File: src/include/i2cas_pkg.sv
// package: register map, field positions and carriers for the address/ack status slice
// =====================================================================
// Function
// RL1: in slave receive, own or general call address after start sets address flag.
// RL2: addressing format compares first byte with seven own-address bits.
// RL3: address flag clears on write 0 after it was read as 1.
// RL4: both flags clear on data buffer write (transmit) or read (receive).
// RL5: addressing format, slave receive, first byte zero sets general call flag.
// RL6: general call flag clears on write 0 after it was read as 1.
// RL7: transmit mode captures returned acknowledge; 0 acked, 1 not acked.
// RL8: receive mode drives software acknowledge value on data line at ack time.
// RL9: acknowledge read returns captured value if transmit, software value otherwise.
// RL10: both flags and acknowledge bit reset to 0.
// RL11: serial/timer control is eight-bit read/write, resets to zero.
// RL12: bit 7 gives two port pins the bus-driving buffer type.
// RL13: bits 6 and 5 extend channel 1 and 0 rate select.
// RL14: write 0 to flag not read as 1 since set leaves it set.
package i2cas_pkg;
  // =====================================================================
  // register byte addresses
  localparam logic [3:0] I2CAS_ADR_STATUS   = 4'h0;
  localparam logic [3:0] I2CAS_ADR_STCTRL   = 4'h4;
  localparam logic [3:0] I2CAS_ADR_OWNADDR  = 4'h8;
  localparam logic [3:0] I2CAS_ADR_MODE     = 4'hc;
  localparam logic [3:0] I2CAS_ADR_DATABUF  = 4'h0;
  localparam logic [4:0] I2CAS_ADR_DATAHI   = 5'h10;
  localparam logic [4:0] I2CAS_ADR_IRQSTAT  = 5'h14;
  localparam logic [4:0] I2CAS_ADR_IRQEN    = 5'h18;
  localparam logic [4:0] I2CAS_ADR_IRQCLR   = 5'h1c;
  // status fields
  localparam int I2CAS_BIT_ADDRFLAG = 2;
  localparam int I2CAS_BIT_GCFLAG   = 1;
  localparam int I2CAS_BIT_ACK      = 0;
  // serial/timer control fields
  localparam int I2CAS_BIT_XBUF  = 7;
  localparam int I2CAS_BIT_RATE1 = 6;
  localparam int I2CAS_BIT_RATE0 = 5;
  // mode register fields
  localparam int I2CAS_BIT_TRS    = 0;
  localparam int I2CAS_BIT_FS     = 1;
  localparam int I2CAS_BIT_SLAVE  = 2;
  localparam int I2CAS_MODE_RATE  = 3;
  // reset values and general call byte
  localparam logic [7:0] I2CAS_RST_STCTRL  = 8'h00;
  localparam logic [6:0] I2CAS_RST_OWNADDR = 7'h00;
  localparam logic [7:0] I2CAS_GENCALL     = 8'h00;
  // interrupt causes
  localparam int I2CAS_IRQ_ADDR = 0;
  localparam int I2CAS_IRQ_GC   = 1;
  localparam int I2CAS_IRQ_NACK = 2;
  localparam int I2CAS_IRQ_N    = 3;

  typedef struct packed {
    logic       strt;
    logic       firstDone;
    logic [7:0] firstByte;
    logic       ackTime;
    logic       ackSample;
  } i2cas_link_t;

  typedef struct packed {
    logic [2:0] rateSel0;
    logic [2:0] rateSel1;
    logic       rateExt0;
    logic       rateExt1;
  } i2cas_rate_t;
endpackage

File: src/core/i2cas_status.sv
// address recognition, general call and acknowledge status with wishbone register access
`timescale 1ns/1ps
module i2cas_status
  import i2cas_pkg::*;
#(
  parameter int ADDR_W = 5
) (
  // clock and reset
  input  wire logic               clk,
  input  wire logic               rst_b,
  // wishbone slave
  input  wire logic               cyc_i,
  input  wire logic               stb_i,
  input  wire logic               we_i,
  input  wire logic [ADDR_W-1:0]  adr_i,
  input  wire logic [3:0]         sel_i,
  input  wire logic [31:0]        dat_i,
  output logic      [31:0]        dat_o,
  output logic                    ack_o,
  // events from the serial engine
  input  wire i2cas_pkg::i2cas_link_t link,
  input  wire logic               rxData,
  // data line drive at acknowledge time
  output logic                    sdaOut,
  output logic                    sdaOe,
  // port pin buffer select and rate choice
  output logic                    extraBufferSelect,
  output i2cas_pkg::i2cas_rate_t  rate,
  // interrupt
  output logic                    irq
);
  import i2cas_pkg::*;

  initial begin
    if (ADDR_W < 5) $error("ADDR_W too small for register map");
  end

  // =====================================================================
  // bus decode
  logic       access;
  logic       wrEn;
  logic       rdEn;
  logic [4:0] adr;
  assign adr    = adr_i[4:0];
  assign access = cyc_i && stb_i && !ack_o;
  assign wrEn   = access && we_i && sel_i[0];
  assign rdEn   = access && !we_i;

  logic wrStatus;
  logic rdStatus;
  logic dataBufAccess;
  assign wrStatus = wrEn && adr == {1'b0, I2CAS_ADR_STATUS};
  assign rdStatus = rdEn && adr == {1'b0, I2CAS_ADR_STATUS};

  // =====================================================================
  // control registers
  logic [7:0] serialTimerControl;
  logic [6:0] ownAddress;
  logic       transmitSelect;
  logic       formatSelect;
  logic       slaveMode;
  logic [5:0] rateSelect;
  logic [I2CAS_IRQ_N-1:0] irqEnable;

  always_ff @(posedge clk or negedge rst_b) begin
    if (!rst_b) begin
      serialTimerControl <= I2CAS_RST_STCTRL; // RL11
    end else if (wrEn && adr == {1'b0, I2CAS_ADR_STCTRL}) begin
      serialTimerControl <= dat_i[7:0]; // RL11
    end
  end

  always_ff @(posedge clk or negedge rst_b) begin
    if (!rst_b) begin
      ownAddress <= I2CAS_RST_OWNADDR;
    end else if (wrEn && adr == {1'b0, I2CAS_ADR_OWNADDR}) begin
      ownAddress <= dat_i[7:1];
    end
  end

  always_ff @(posedge clk or negedge rst_b) begin
    if (!rst_b) begin
      transmitSelect <= 1'b0;
      formatSelect   <= 1'b0;
      slaveMode      <= 1'b0;
      rateSelect     <= 6'h00;
    end else if (wrEn && adr == {1'b0, I2CAS_ADR_MODE}) begin
      transmitSelect <= dat_i[I2CAS_BIT_TRS];
      formatSelect   <= dat_i[I2CAS_BIT_FS];
      slaveMode      <= dat_i[I2CAS_BIT_SLAVE];
      rateSelect     <= dat_i[I2CAS_MODE_RATE+5:I2CAS_MODE_RATE];
    end
  end

  always_ff @(posedge clk or negedge rst_b) begin
    if (!rst_b) begin
      irqEnable <= '0;
    end else if (wrEn && adr == I2CAS_ADR_IRQEN) begin
      irqEnable <= dat_i[I2CAS_IRQ_N-1:0];
    end
  end

  // data buffer accesses in the mode that auto-clears the flags
  assign dataBufAccess = (adr == I2CAS_ADR_DATAHI) &&
                         ((wrEn && transmitSelect) || (rdEn && !transmitSelect)); // RL4

  assign extraBufferSelect = serialTimerControl[I2CAS_BIT_XBUF]; // RL12
  assign rate.rateExt1 = serialTimerControl[I2CAS_BIT_RATE1]; // RL13
  assign rate.rateExt0 = serialTimerControl[I2CAS_BIT_RATE0]; // RL13
  assign rate.rateSel1 = rateSelect[5:3];
  assign rate.rateSel0 = rateSelect[2:0];

  // =====================================================================
  // address recognition
  logic addrMatch;
  logic gcMatch;
  logic recvSlave;
  logic firstArmed;

  // only the byte that closes the first frame after a start is an address;
  // later data bytes that reach the same engine strobe must not match
  always_ff @(posedge clk or negedge rst_b) begin
    if (!rst_b) begin
      firstArmed <= 1'b0;
    end else if (link.strt) begin
      firstArmed <= 1'b1; // RL1
    end else if (link.firstDone) begin
      firstArmed <= 1'b0;
    end
  end

  assign recvSlave = slaveMode && !transmitSelect && !formatSelect && firstArmed;
  assign gcMatch   = recvSlave && link.firstDone && link.firstByte == I2CAS_GENCALL; // RL5
  assign addrMatch = recvSlave && link.firstDone &&
                     (link.firstByte[7:1] == ownAddress || gcMatch); // RL1 RL2

  logic addrFlag;
  logic gcFlag;
  logic addrSeen;
  logic gcSeen;

  // status-write flag clears need a prior read as 1; a new set always wins over any clear
  always_ff @(posedge clk or negedge rst_b) begin
    if (!rst_b) begin
      addrFlag <= 1'b0; // RL10
      addrSeen <= 1'b0;
    end else if (addrMatch) begin
      addrFlag <= 1'b1; // RL1
      addrSeen <= 1'b0;
    end else if (dataBufAccess) begin
      addrFlag <= 1'b0; // RL4
      addrSeen <= 1'b0;
    end else if (wrStatus && !dat_i[I2CAS_BIT_ADDRFLAG] && addrSeen) begin
      addrFlag <= 1'b0; // RL3
      addrSeen <= 1'b0;
    end else if (rdStatus && addrFlag) begin
      addrSeen <= 1'b1; // RL14
    end
  end

  always_ff @(posedge clk or negedge rst_b) begin
    if (!rst_b) begin
      gcFlag <= 1'b0; // RL10
      gcSeen <= 1'b0;
    end else if (gcMatch) begin
      gcFlag <= 1'b1; // RL5
      gcSeen <= 1'b0;
    end else if (dataBufAccess) begin
      gcFlag <= 1'b0; // RL4
      gcSeen <= 1'b0;
    end else if (wrStatus && !dat_i[I2CAS_BIT_GCFLAG] && gcSeen) begin
      gcFlag <= 1'b0; // RL6
      gcSeen <= 1'b0;
    end else if (rdStatus && gcFlag) begin
      gcSeen <= 1'b1; // RL14
    end
  end

  // =====================================================================
  // acknowledge bit: software value and captured value kept apart
  logic ackSoft;
  logic ackCaptured;
  always_ff @(posedge clk or negedge rst_b) begin
    if (!rst_b) begin
      ackSoft <= 1'b0; // RL10
    end else if (wrStatus) begin
      ackSoft <= dat_i[I2CAS_BIT_ACK];
    end
  end

  always_ff @(posedge clk or negedge rst_b) begin
    if (!rst_b) begin
      ackCaptured <= 1'b0; // RL10
    end else if (transmitSelect && link.ackTime) begin
      ackCaptured <= link.ackSample; // RL7
    end
  end

  // open drain: only a 0 is driven, a 1 releases the line
  always_ff @(posedge clk or negedge rst_b) begin
    if (!rst_b) begin
      sdaOe <= 1'b0;
    end else begin
      sdaOe <= !transmitSelect && link.ackTime && rxData && !ackSoft; // RL8
    end
  end
  assign sdaOut = 1'b0;

  logic ackRead;
  assign ackRead = transmitSelect ? ackCaptured : ackSoft; // RL9

  // =====================================================================
  // interrupts: sticky, set beats clear
  logic [I2CAS_IRQ_N-1:0] irqStatus;
  logic [I2CAS_IRQ_N-1:0] irqSet;
  logic [I2CAS_IRQ_N-1:0] irqClr;
  assign irqSet[I2CAS_IRQ_ADDR] = addrMatch;
  assign irqSet[I2CAS_IRQ_GC]   = gcMatch;
  assign irqSet[I2CAS_IRQ_NACK] = transmitSelect && link.ackTime && link.ackSample;
  assign irqClr = (wrEn && adr == I2CAS_ADR_IRQCLR) ? dat_i[I2CAS_IRQ_N-1:0] : '0;

  always_ff @(posedge clk or negedge rst_b) begin
    if (!rst_b) begin
      irqStatus <= '0;
    end else begin
      irqStatus <= irqSet | (irqStatus & ~irqClr);
    end
  end
  assign irq = |(irqStatus & irqEnable);

  // =====================================================================
  // read data and acknowledge, one wait state
  logic [31:0] next_dat;
  always_comb begin
    next_dat = 32'h0000_0000;
    unique case (adr)
      {1'b0, I2CAS_ADR_STATUS}: begin
        next_dat[I2CAS_BIT_ADDRFLAG] = addrFlag;
        next_dat[I2CAS_BIT_GCFLAG]   = gcFlag;
        next_dat[I2CAS_BIT_ACK]      = ackRead;
      end
      {1'b0, I2CAS_ADR_STCTRL}:  next_dat[7:0] = serialTimerControl;
      {1'b0, I2CAS_ADR_OWNADDR}: next_dat[7:1] = ownAddress;
      {1'b0, I2CAS_ADR_MODE}: begin
        next_dat[I2CAS_BIT_TRS]   = transmitSelect;
        next_dat[I2CAS_BIT_FS]    = formatSelect;
        next_dat[I2CAS_BIT_SLAVE] = slaveMode;
        next_dat[I2CAS_MODE_RATE+5:I2CAS_MODE_RATE] = rateSelect;
      end
      I2CAS_ADR_IRQSTAT: next_dat[I2CAS_IRQ_N-1:0] = irqStatus;
      I2CAS_ADR_IRQEN:   next_dat[I2CAS_IRQ_N-1:0] = irqEnable;
      default:           next_dat = 32'h0000_0000;
    endcase
  end

  always_ff @(posedge clk or negedge rst_b) begin
    if (!rst_b) begin
      ack_o <= 1'b0;
      dat_o <= 32'h0000_0000;
    end else begin
      ack_o <= access;
      if (rdEn) begin
        dat_o <= next_dat;
      end
    end
  end
endmodule

File: config.mk
export PLATFORM = sky130hd
export DESIGN_NAME = i2cas_status
export DESIGN_NICKNAME = d
export VERILOG_FILES = /design/src/include/i2cas_pkg.sv /design/src/core/i2cas_status.sv
export SDC_FILE = /design/constraint.sdc
export NUM_CORES = 1
export LEC_CHECK = 0
export ABC_CLOCK_PERIOD_IN_PS = 2200
export BUFFER_PORTS_ARGS = -buffer_cell sky130_fd_sc_hd__clkbuf_2
export CAP_MARGIN = 30
export CORE_MARGIN = 8
export CORE_UTILIZATION = 30
export DETAILED_ROUTE_END_ITERATION = 6
export GPL_ROUTABILITY_DRIVEN = 0
export GPL_TIMING_DRIVEN = 0
export SLEW_MARGIN = 10
export SYNTH_ARGS = -nofsm -noshare
export SYNTH_HDL_FRONTEND = slang
export SYNTH_SLANG_ARGS = --single-unit
File: constraint.sdc
create_clock -name clk -period 2.2 [get_ports clk]
set_clock_uncertainty 0.15 [all_clocks]
set_input_delay 0.11 -clock clk [delete_from_list [all_inputs] [get_ports clk]]
set_output_delay 0.11 -clock clk [all_outputs]
set_load 0.01 [all_outputs]
==> results of run 1 <==
==> layout make-up <==
class / count / area share
sequential: 48 / 0.361
multi-input combinational: 162 / 0.350
timing repair buffer: 74 / 0.148
buffer: 35 / 0.0695
tap: 105 / 0.0395
clock buffer: 6 / 0.0248
clock inverter: 2 / 0.00413
inverter: 3 / 0.00338
==> logic make-up (layout without fill, tap and decap cells) <==
group | Yosys count | after routing | share of synthesized area
compound gates | 34 | 34 | 0.0908
xor+xnor | 7 | 7 | 0.0243
buf+inv | 38 | 120 | 0.0962
flops | 48 | 48 | 0.476
mux | 39 | 39 | 0.177
other cells | 1 | 24 | 0.00149
simple gates | 58 | 58 | 0.134
==> repair_timing <==
| action | in CTS | in global routing |
|---|---|---|
| hold buffers | 18 | 0 |
| setup buffers | 2 | 2 |
| pin swaps | 1 | 1 |
| endpoints found under the setup margin | 9 | 8 |
| endpoints found under the hold margin | 52 | 0 |
==> power by group through the flow <==
stage               clock network (mW)  registers (mW)  logic (mW)
floorplan                            0           0.958       0.144
detailed placement                   0           0.961       0.245
global route                     0.609           0.950       0.304
global placement                     0           0.960       0.235
CTS                              0.580           0.944       0.276
finish                           0.566           0.944       0.276
==> metal layers <==
layer  up-vias  GRT usage  part of all wire  routed length, um
met5         -          0                 0                  0
met4         0     0.0466             0.022                145
met3        14     0.0353             0.085                557
met2        73      0.186              0.47               3070
met1       957      0.140              0.42               2780
li1        970          -                 -                  -
==> worst max-delay path: cells and delay by family (launching register included) <==
kind | cells | cell delay, ns
simple gates | 3 | 1.00
mux | 1 | 0.38
flops | 1 | 0.40
==> stage by stage <==
stage	cells	area, um2	total power [mW]	hold slack, ns
6_report	435	3330	1.79	-0.000145
5_1_grt	435	3330	1.86	0.0121
4_1_cts	433	3310	1.80	0.00382
3_5_place_dp	405	3020	1.21	0.0286
3_3_place_gp	404	3000	1.19	0.152
2_1_floorplan	248	2610	1.10	-0.336
==> worst paths after layout <==
path / from / endpoint / slack (ns) / cells past startpoint
min in group asynchronous: rst_b / rateSelect[0] / 0.21 / 2
worst min-delay path: dat_i[1] / irqStatus[1] / -0.0001 / 3
worst max-delay path: ack_o / ownAddress[3] / 0.16 / 4
worst max register to register: ack_o / ownAddress[3] / 0.16 / 4
max in group asynchronous: rst_b / dat_o[0] / 1.13 / 3
worst min register to register: ackSoft / sdaOe / 0.31 / 1
==> cell usage after synthesis, drive strengths merged, types with 5 or more instances <==
| cell | n | area share |
|---|---|---|
| nor4 | 5 | 0.012 |
| nor3 | 9 | 0.031 |
| nand2 | 19 | 0.028 |
| a21o | 5 | 0.015 |
| o21ai | 9 | 0.018 |
| nor2 | 7 | 0.010 |
| clkbuf | 6 | 0.0089 |
| a22oi | 6 | 0.018 |
| dfrtp | 48 | 0.48 |
| buf | 29 | 0.083 |
| mux2 | 34 | 0.15 |
==> registers in the layout, summed over array words and instances (netlist names), 3 cells and up <==
name	cells
dat_o	9
serialTimerControl	8
ownAddress	7
rateSelect	6
irqEnable	3
irqStatus	3
==> impl_metrics.json, run 1 <==
{
  "numClockSinks": 48,
  "wirelength_mm": 6.56,
  "maxSlewViolCount": 0,
  "crit_slowest_cell": "nor3_4",
  "synthArstFlopShare": 1.00,
  "numCtsBuffers": 5,
  "relSlewSlack": 0.550,
  "die_w_um": 108,
  "synthCells": 225,
  "finalSetupTns_ns": 0,
  "max_cap_viol_count": 0,
  "setup_ws_ns": 0.163,
  "hp-class": "input pin to flop",
  "switchingPower_uw": 471,
  "status": "finished with violations",
  "swShare": 0.264,
  "p_seq_frac": 0.528,
  "combPwrFrac": 0.154,
  "io_buffers": 51,
  "start_kind": "flop",
  "grt_pass1_wl_mm": 10.5,
  "cts_root_buf": "clkbuf_8",
  "min_period_over_period": 0.926,
  "intPower_mw": 1.32,
  "grt_max_degree": 26,
  "ys_ff_latch": 48,
  "core_area_um2": 8180,
  "diodes": 0,
  "finalCriticalPeriod_ns": 2.04,
  "cts_tree": "built",
  "holdWs_ns": -0.000145,
  "worst_pin_slew_ns": 0.675,
  "drt_iter0_drc": 66,
  "grt_use_total": 0.116,
  "drt_pass1_iterations": 4,
  "peakVddDrop_mv": 0.228,
  "synth_edf_count": 0,
  "syn_area_um2": 2520,
  "vias_per_cell": 4.63,
  "vias": 2014,
  "layout_common_cells": "clkbuf_2 (51), dfrtp_1 (48), mux2_2 (34)",
  "final_net_count": 388,
  "start_util": 0.309,
  "hold_violations": 1,
  "rsz0062_at_grt": "false",
  "std_cell_rows": 33,
  "layout_commonest_cell": "clkbuf_2",
  "seq_area_frac_synth": 0.476,
  "die_h_um": 108,
  "die-area_um2": 11600,
  "clk_path_buf_depth": 2,
  "finalSetupViolations": 0,
  "dp_slack_ns": -0.0156,
  "path_class": "flop to flop",
  "fmax_mhz": 491,
  "final_core_util": 0.407,
  "grt_pass1_vias": 2018,
  "clk_latency_ns": 0.31,
  "power_density_nw_per_um2": 536,
  "cp_max_fo": 8,
  "yosysWarnings": 0,
  "cellLeakagePower_nw": 1.71,
  "area_growth_pct": 32.0,
  "required_ns": 2.25,
  "h-tree-depth": 2,
  "ios": 104,
  "ys.flop_type": "dfrtp_1",
  "cts_resized": 0,
  "ys_types": 40,
  "arrival_ns": 2.09,
  "multi_input_area_um2": 1160,
  "endpoint_kind": "flop",
  "antenna_left": 0,
  "register_area_um2": 1200,
  "avgRoutedWirePerCell_um": 15.1,
  "cp_slowest_stage_delay_ns": 0.49,
  "hpwl_mm": 5.00,
  "violations": "hold timing",
  "clkTransAtPathRegs_ns": 0.09,
  "final_layout_size_suffix_gt1_frac": 0.400,
  "p_clk_frac": 0.317,
  "grt_overflow": 0,
  "antenna_found_initial": 0,
  "crit_chain": "and3b_1, nand3_2, nor3_4, mux2_2",
  "final.fill_count": 819,
  "syn_area_per_cell_um2": 11.2,
  "route.detailed.drc": 0
}
(Power assumes the default switching activity.)
==> inputs of run 2 (changes only) <==
CORE_ASPECT_RATIO = 1.1   (was not set)
RECOVER_POWER = 100   (was not set)
==> run 2 against run 1 <==
  * Cell count is 0.69% higher
  * Routed wire length is 0.53% higher
  * Largest cell class unchanged
  * Critical path depth stayed put
  * Worst setup slack worse by 0.027 ns
  * The flow now finishes without violations
  * Utilization is 0.88 points lower
  * Design area is 0.94% lower
  * Sequential share of layout area is 0.34 points higher
  * First-iteration DRC count is 21% higher
  * Largest power group unchanged
  * Die area hardly changed
  * Sequential power hardly changed
  * Non-clock buffer count is 3 lower
  * Global-route usage hardly changed
==> impl_metrics.json, run 2 (synthesis gave the netlist of run 1 again) <==
{
  "largest_reg_flops": 9,
  "die-area_um2": 11600,
  "dp_slack_ns": 0.00363,
  "avgRoutedWirePerCell_um": 15.1,
  "worst_pin_slew_ns": 1.35,
  "grt_overflow": 0,
  "layout_common_cells": "dfrtp_1 (48), mux2_2 (34), clkbuf_1 (30)",
  "start_kind": "flop",
  "drt_pass1_iterations": 4,
  "final_net_count": 385,
  "setup_ws_ns": 0.136,
  "io_buffers": 51,
  "arrival_ns": 2.11,
  "cp_max_fo": 8,
  "peakVddDrop_mv": 0.233,
  "cellLeakagePower_nw": 1.61,
  "die_h_um": 112,
  "cts_tree": "built",
  "status": "finished, final reports clean",
  "r2r_cells": 4,
  "largest-register": "dat_o",
  "whs_path_depth": 2,
  "antenna_left": 0,
  "finalSetupViolations": 0,
  "fmax_mhz": 484,
  "critPathLaunch": "ack_o",
  "path_class": "flop to flop",
  "maxSlewViolCount": 0,
  "largestRegisters": "dat_o x9, serialTimerControl x8, ownAddress x7",
  "power_density_nw_per_um2": 532,
  "die_w_um": 103,
  "finalSetupTns_ns": 0,
  "hold_violations": 0,
  "std_cell_rows": 35,
  "numCtsBuffers": 5,
  "vias_per_cell": 4.60,
  "h-tree-depth": 2,
  "cts_root_buf": "clkbuf_8",
  "hp-class": "input pin to flop",
  "ios": 104,
  "grt_pass1_vias": 2086,
  "grt_max_degree": 27,
  "hpwl_mm": 5.00,
  "drt_iter0_drc": 80,
  "min_from": "dat_i[2]",
  "grt_pass1_wl_mm": 10.6,
  "clk_path_buf_depth": 2,
  "final_layout_size_suffix_gt1_frac": 0.324,
  "finalCriticalPeriod_ns": 2.06,
  "core_area_um2": 8280,
  "r2r-start": "ack_o",
  "vias": 2014,
  "antenna_found_initial": 0,
  "grt_use_total": 0.116,
  "route.detailed.drc": 0,
  "clk_latency_ns": 0.30,
  "diodes": 0,
  "area_growth_pct": 30.8,
  "required_ns": 2.24,
  "r2r_setup_slack_ns": 0.14,
  "start_util": 0.305,
  "rsz0062_at_grt": "false",
  "numClockSinks": 48,
  "hold_end": "serialTimerControl[2]",
  "clkTransAtPathRegs_ns": 0.10,
  "layout_commonest_cell": "dfrtp_1",
  "relSlewSlack": 0.102,
  "wirelength_mm": 6.60,
  "max_cap_viol_count": 0,
  "rr_endpoint": "ownAddress[6]",
  "min_period_over_period": 0.938,
  "endpoint_kind": "flop"
}
## run 2: cell type report
cell class	instances	area (um2)
multi-input combinational	162	1170
timing repair buffer	71	455
sequential	48	1200
tap	111	139
inverter	3	11.3
fill	852	4980
clock inverter	3	21.3
buffer	35	231
clock buffer	5	68.8
## run 2: report_power, final
group	internal [mW]	total [mW]	switching, mW
Clock	0.226	0.547	0.321
Sequential	0.917	0.943	0.0259
Combinational	0.130	0.265	0.135
Total	1.27	1.76	0.482
## run 2: worst max-delay path by stage
stage,cells past startpoint,slack (ns),endpoint
2_1_floorplan,4,0.31,formatSelect
3_3_place_gp,4,0.03,rateSelect[2]
3_5_place_dp,4,0.004,rateSelect[1]
4_1_cts,4,0.06,serialTimerControl[5]
5_1_grt,4,0.05,ownAddress[6]
6_report,4,0.14,ownAddress[6]
## run 2: what timing repair did
action	in CTS	in global routing
hold endpoints to repair	50	0
hold buffers	17	0
buffers inserted	1	1
gates resized for setup	0	1
pin swaps	1	1
endpoints found under the setup margin	4	11
## run 2: critical path, cell delays in order, from the launching register on
cell	delay, ns
dfrtp_1	0.41
and3b_1	0.26
nand3_2	0.25
nor3_4	0.50
mux2_2	0.38
## run 2: per-layer routing
layer / routed length [um] / global-route usage / part of all wire / up-vias
met1: 2870 / 0.147 / 0.44 / 992
met2: 3220 / 0.192 / 0.49 / 55
met4: 73 / 0.0357 / 0.011 / 0
met3: 430 / 0.0217 / 0.065 / 5
met5: 0 / 0 / 0 / -
li1: - / - / - / 962
## run 2: stage by stage
| step | instances | total power [mW] | hold slack, ns | utilization | area, um2 |
|---|---|---|---|---|---|
| 2_1_floorplan | 248 | 1.10 | -0.336 | - | 2610 |
| 3_3_place_gp | 410 | 1.19 | 0.139 | 0.363 | 3000 |
| 3_5_place_dp | 411 | 1.20 | -0.00202 | 0.365 | 3020 |
| 4_1_cts | 437 | 1.77 | 0.0277 | 0.399 | 3300 |
| 5_1_grt | 438 | 1.84 | 0.0416 | 0.398 | 3300 |
| 6_report | 438 | 1.76 | 0.0332 | 0.398 | 3300 |
==> inputs of run 3 (changes only) <==
CORE_ASPECT_RATIO = 1.75   (was 1.1)
==> run 3 against run 2 <==
  * Design area up 1.4%
  * Count of clock-buffer cells in the layout rose by 1
  * Die area up 0.97%
  * Cell count decreased by 4.1%
  * Fmax up 1.7%
  * Power rose by 20%
  * Worst setup slack improved by 0.035 ns
  * Routed wire length up 1.3%
  * Critical path depth stayed put
  * Highest routed layer unchanged
==> impl_metrics.json, run 3 (synthesis gave the netlist of run 1 again) <==
{
  "power_mw": 2.11,
  "cp_max_fo": 8,
  "holdWs_ns": 0.0100,
  "swShare": 0.231,
  "whs_path_depth": 2,
  "rsz0062_at_grt": "false",
  "grt_max_degree": 33,
  "h-tree-depth": 2,
  "rr_endpoint": "irqEnable[2]",
  "grt_pass1_wl_mm": 10.7,
  "finalSetupViolations": 0,
  "power_density_nw_per_um2": 630,
  "required_ns": 2.22,
  "grt_pass1_vias": 2116,
  "p_seq_frac": 0.448,
  "core_area_um2": 8260,
  "grt_overflow": 0,
  "r2r_cells": 4,
  "hold_violations": 0,
  "relSlewSlack": 0.392,
  "max_cap_viol_count": 0,
  "clk_latency_ns": 0.29,
  "setup_ws_ns": 0.171,
  "io_buffers": 51,
  "hpwl_mm": 5.18,
  "final_net_count": 386,
  "arrival_ns": 2.05,
  "fmax_mhz": 493,
  "layout_commonest_cell": "dfrtp_1",
  "vias_per_cell": 4.73,
  "cts_resized": 0,
  "p_clk_frac": 0.425,
  "clk_path_buf_depth": 2,
  "peakVddDrop_mv": 0.299,
  "drt_iter0_drc": 111,
  "layout_common_cells": "dfrtp_1 (48), mux2_2 (34), clkbuf_1 (29)",
  "start_kind": "flop",
  "die_w_um": 85.3,
  "crit_slowest_cell": "nor3_1",
  "drt_pass1_iterations": 4,
  "die_h_um": 137,
  "antenna_left": 0,
  "cellLeakagePower_nw": 1.65,
  "route.detailed.drc": 0,
  "largestRegisters": "dat_o x9, serialTimerControl x8, ownAddress x7",
  "hp-class": "input pin to flop",
  "intPower_mw": 1.62,
  "ios": 104,
  "avgRoutedWirePerCell_um": 15.9,
  "finalCriticalPeriod_ns": 2.03,
  "die-area_um2": 11700,
  "min_period_over_period": 0.922,
  "area_growth_pct": 32.6,
  "cts_root_buf": "clkbuf_16",
  "dp_slack_ns": -0.0128,
  "status": "finished, final reports clean",
  "combPwrFrac": 0.127,
  "cts_tree": "built",
  "vias": 1987,
  "cp_slowest_stage_delay_ns": 0.48,
  "switchingPower_uw": 488,
  "grt_use_total": 0.120,
  "final_core_util": 0.405,
  "diodes": 0,
  "std_cell_rows": 44,
  "critPathLaunch": "ack_o",
  "numCtsBuffers": 5,
  "worst_pin_slew_ns": 0.912,
  "endpoint_kind": "flop",
  "largest-register": "dat_o",
  "path_class": "flop to flop",
  "crit_path_end": "irqEnable[2]",
  "maxSlewViolCount": 0,
  "finalSetupTns_ns": 0,
  "clkTransAtPathRegs_ns": 0.06,
  "wirelength_mm": 6.68,
  "antenna_found_initial": 0,
  "numClockSinks": 48,
  "r2r-start": "ack_o",
  "r2r_setup_slack_ns": 0.17,
  "final_layout_size_suffix_gt1_frac": 0.326,
  "start_util": 0.305,
  "largest_reg_flops": 9,
  "crit_chain": "and3b_1, nand3_2, nor3_1, mux2_2"
}
[run 3: cell count changes in the layout (fill, tap and decap cells not counted), sizes merged]
cell	change
buf	+1
bufinv	+1
clkinvlp	-1
inv	-1
clkbuf	+1
[run 3: power groups by stage]
stage / sequential (mW) / clock (mW) / combinational (mW)
after detailed placement: 0.961 / 0 / 0.245
after global routing: 0.948 / 0.959 / 0.299
after CTS: 0.943 / 0.932 / 0.275
final: 0.943 / 0.896 / 0.268
after floorplan: 0.958 / 0 / 0.144
after global placement: 0.959 / 0 / 0.237
[run 3: metrics by stage]
step                      instances  instance area, um2
after CTS                       419                3370
after detailed placement        392                3000
after global routing            420                3340
after floorplan                 248                2610
after global placement          391                2980
final                           420                3340
[run 3: layer usage]
layer	up-vias	part of all wire	track usage
met1	941	0.36	0.116
met5	-	0	0
met4	0	0.031	0.0735
li1	964	-	-
met3	14	0.067	0.0382
met2	68	0.54	0.215
[run 3: critical path, delay by kind of cell (launching register included)]
kind | cells | cell delay [ns]
mux | 1 | 0.39
flops | 1 | 0.39
simple gates | 3 | 0.98
[run 3: worst min-delay path by stage]
stage,slack [ns],endpoint,start
global placement,0.15,firstArmed,link[11]
floorplan,-0.34,ackCaptured,rst_b
finish,0.01,ownAddress[0],dat_i[1]
global route,0.02,ownAddress[0],dat_i[1]
detailed placement,-0.06,transmitSelect,rst_b
CTS,0.007,ownAddress[0],dat_i[1]
[run 3: what timing repair did]
item / CTS / global route
cloned: 0 / 0
pin swaps: 1 / 1
endpoints found under the hold margin: 42 / 0
setup buffers: 2 / 1
setup endpoints to repair: 9 / 8
hold buffers: 17 / 0
[run 3: cell type report]
cell class	count	area, um2
tap	92	115
sequential	48	1200
timing repair buffer	72	449
multi-input combinational	162	1160
fill	833	4910
buffer	35	231
clock buffer	6	139
clock inverter	2	38.8
inverter	3	11.3
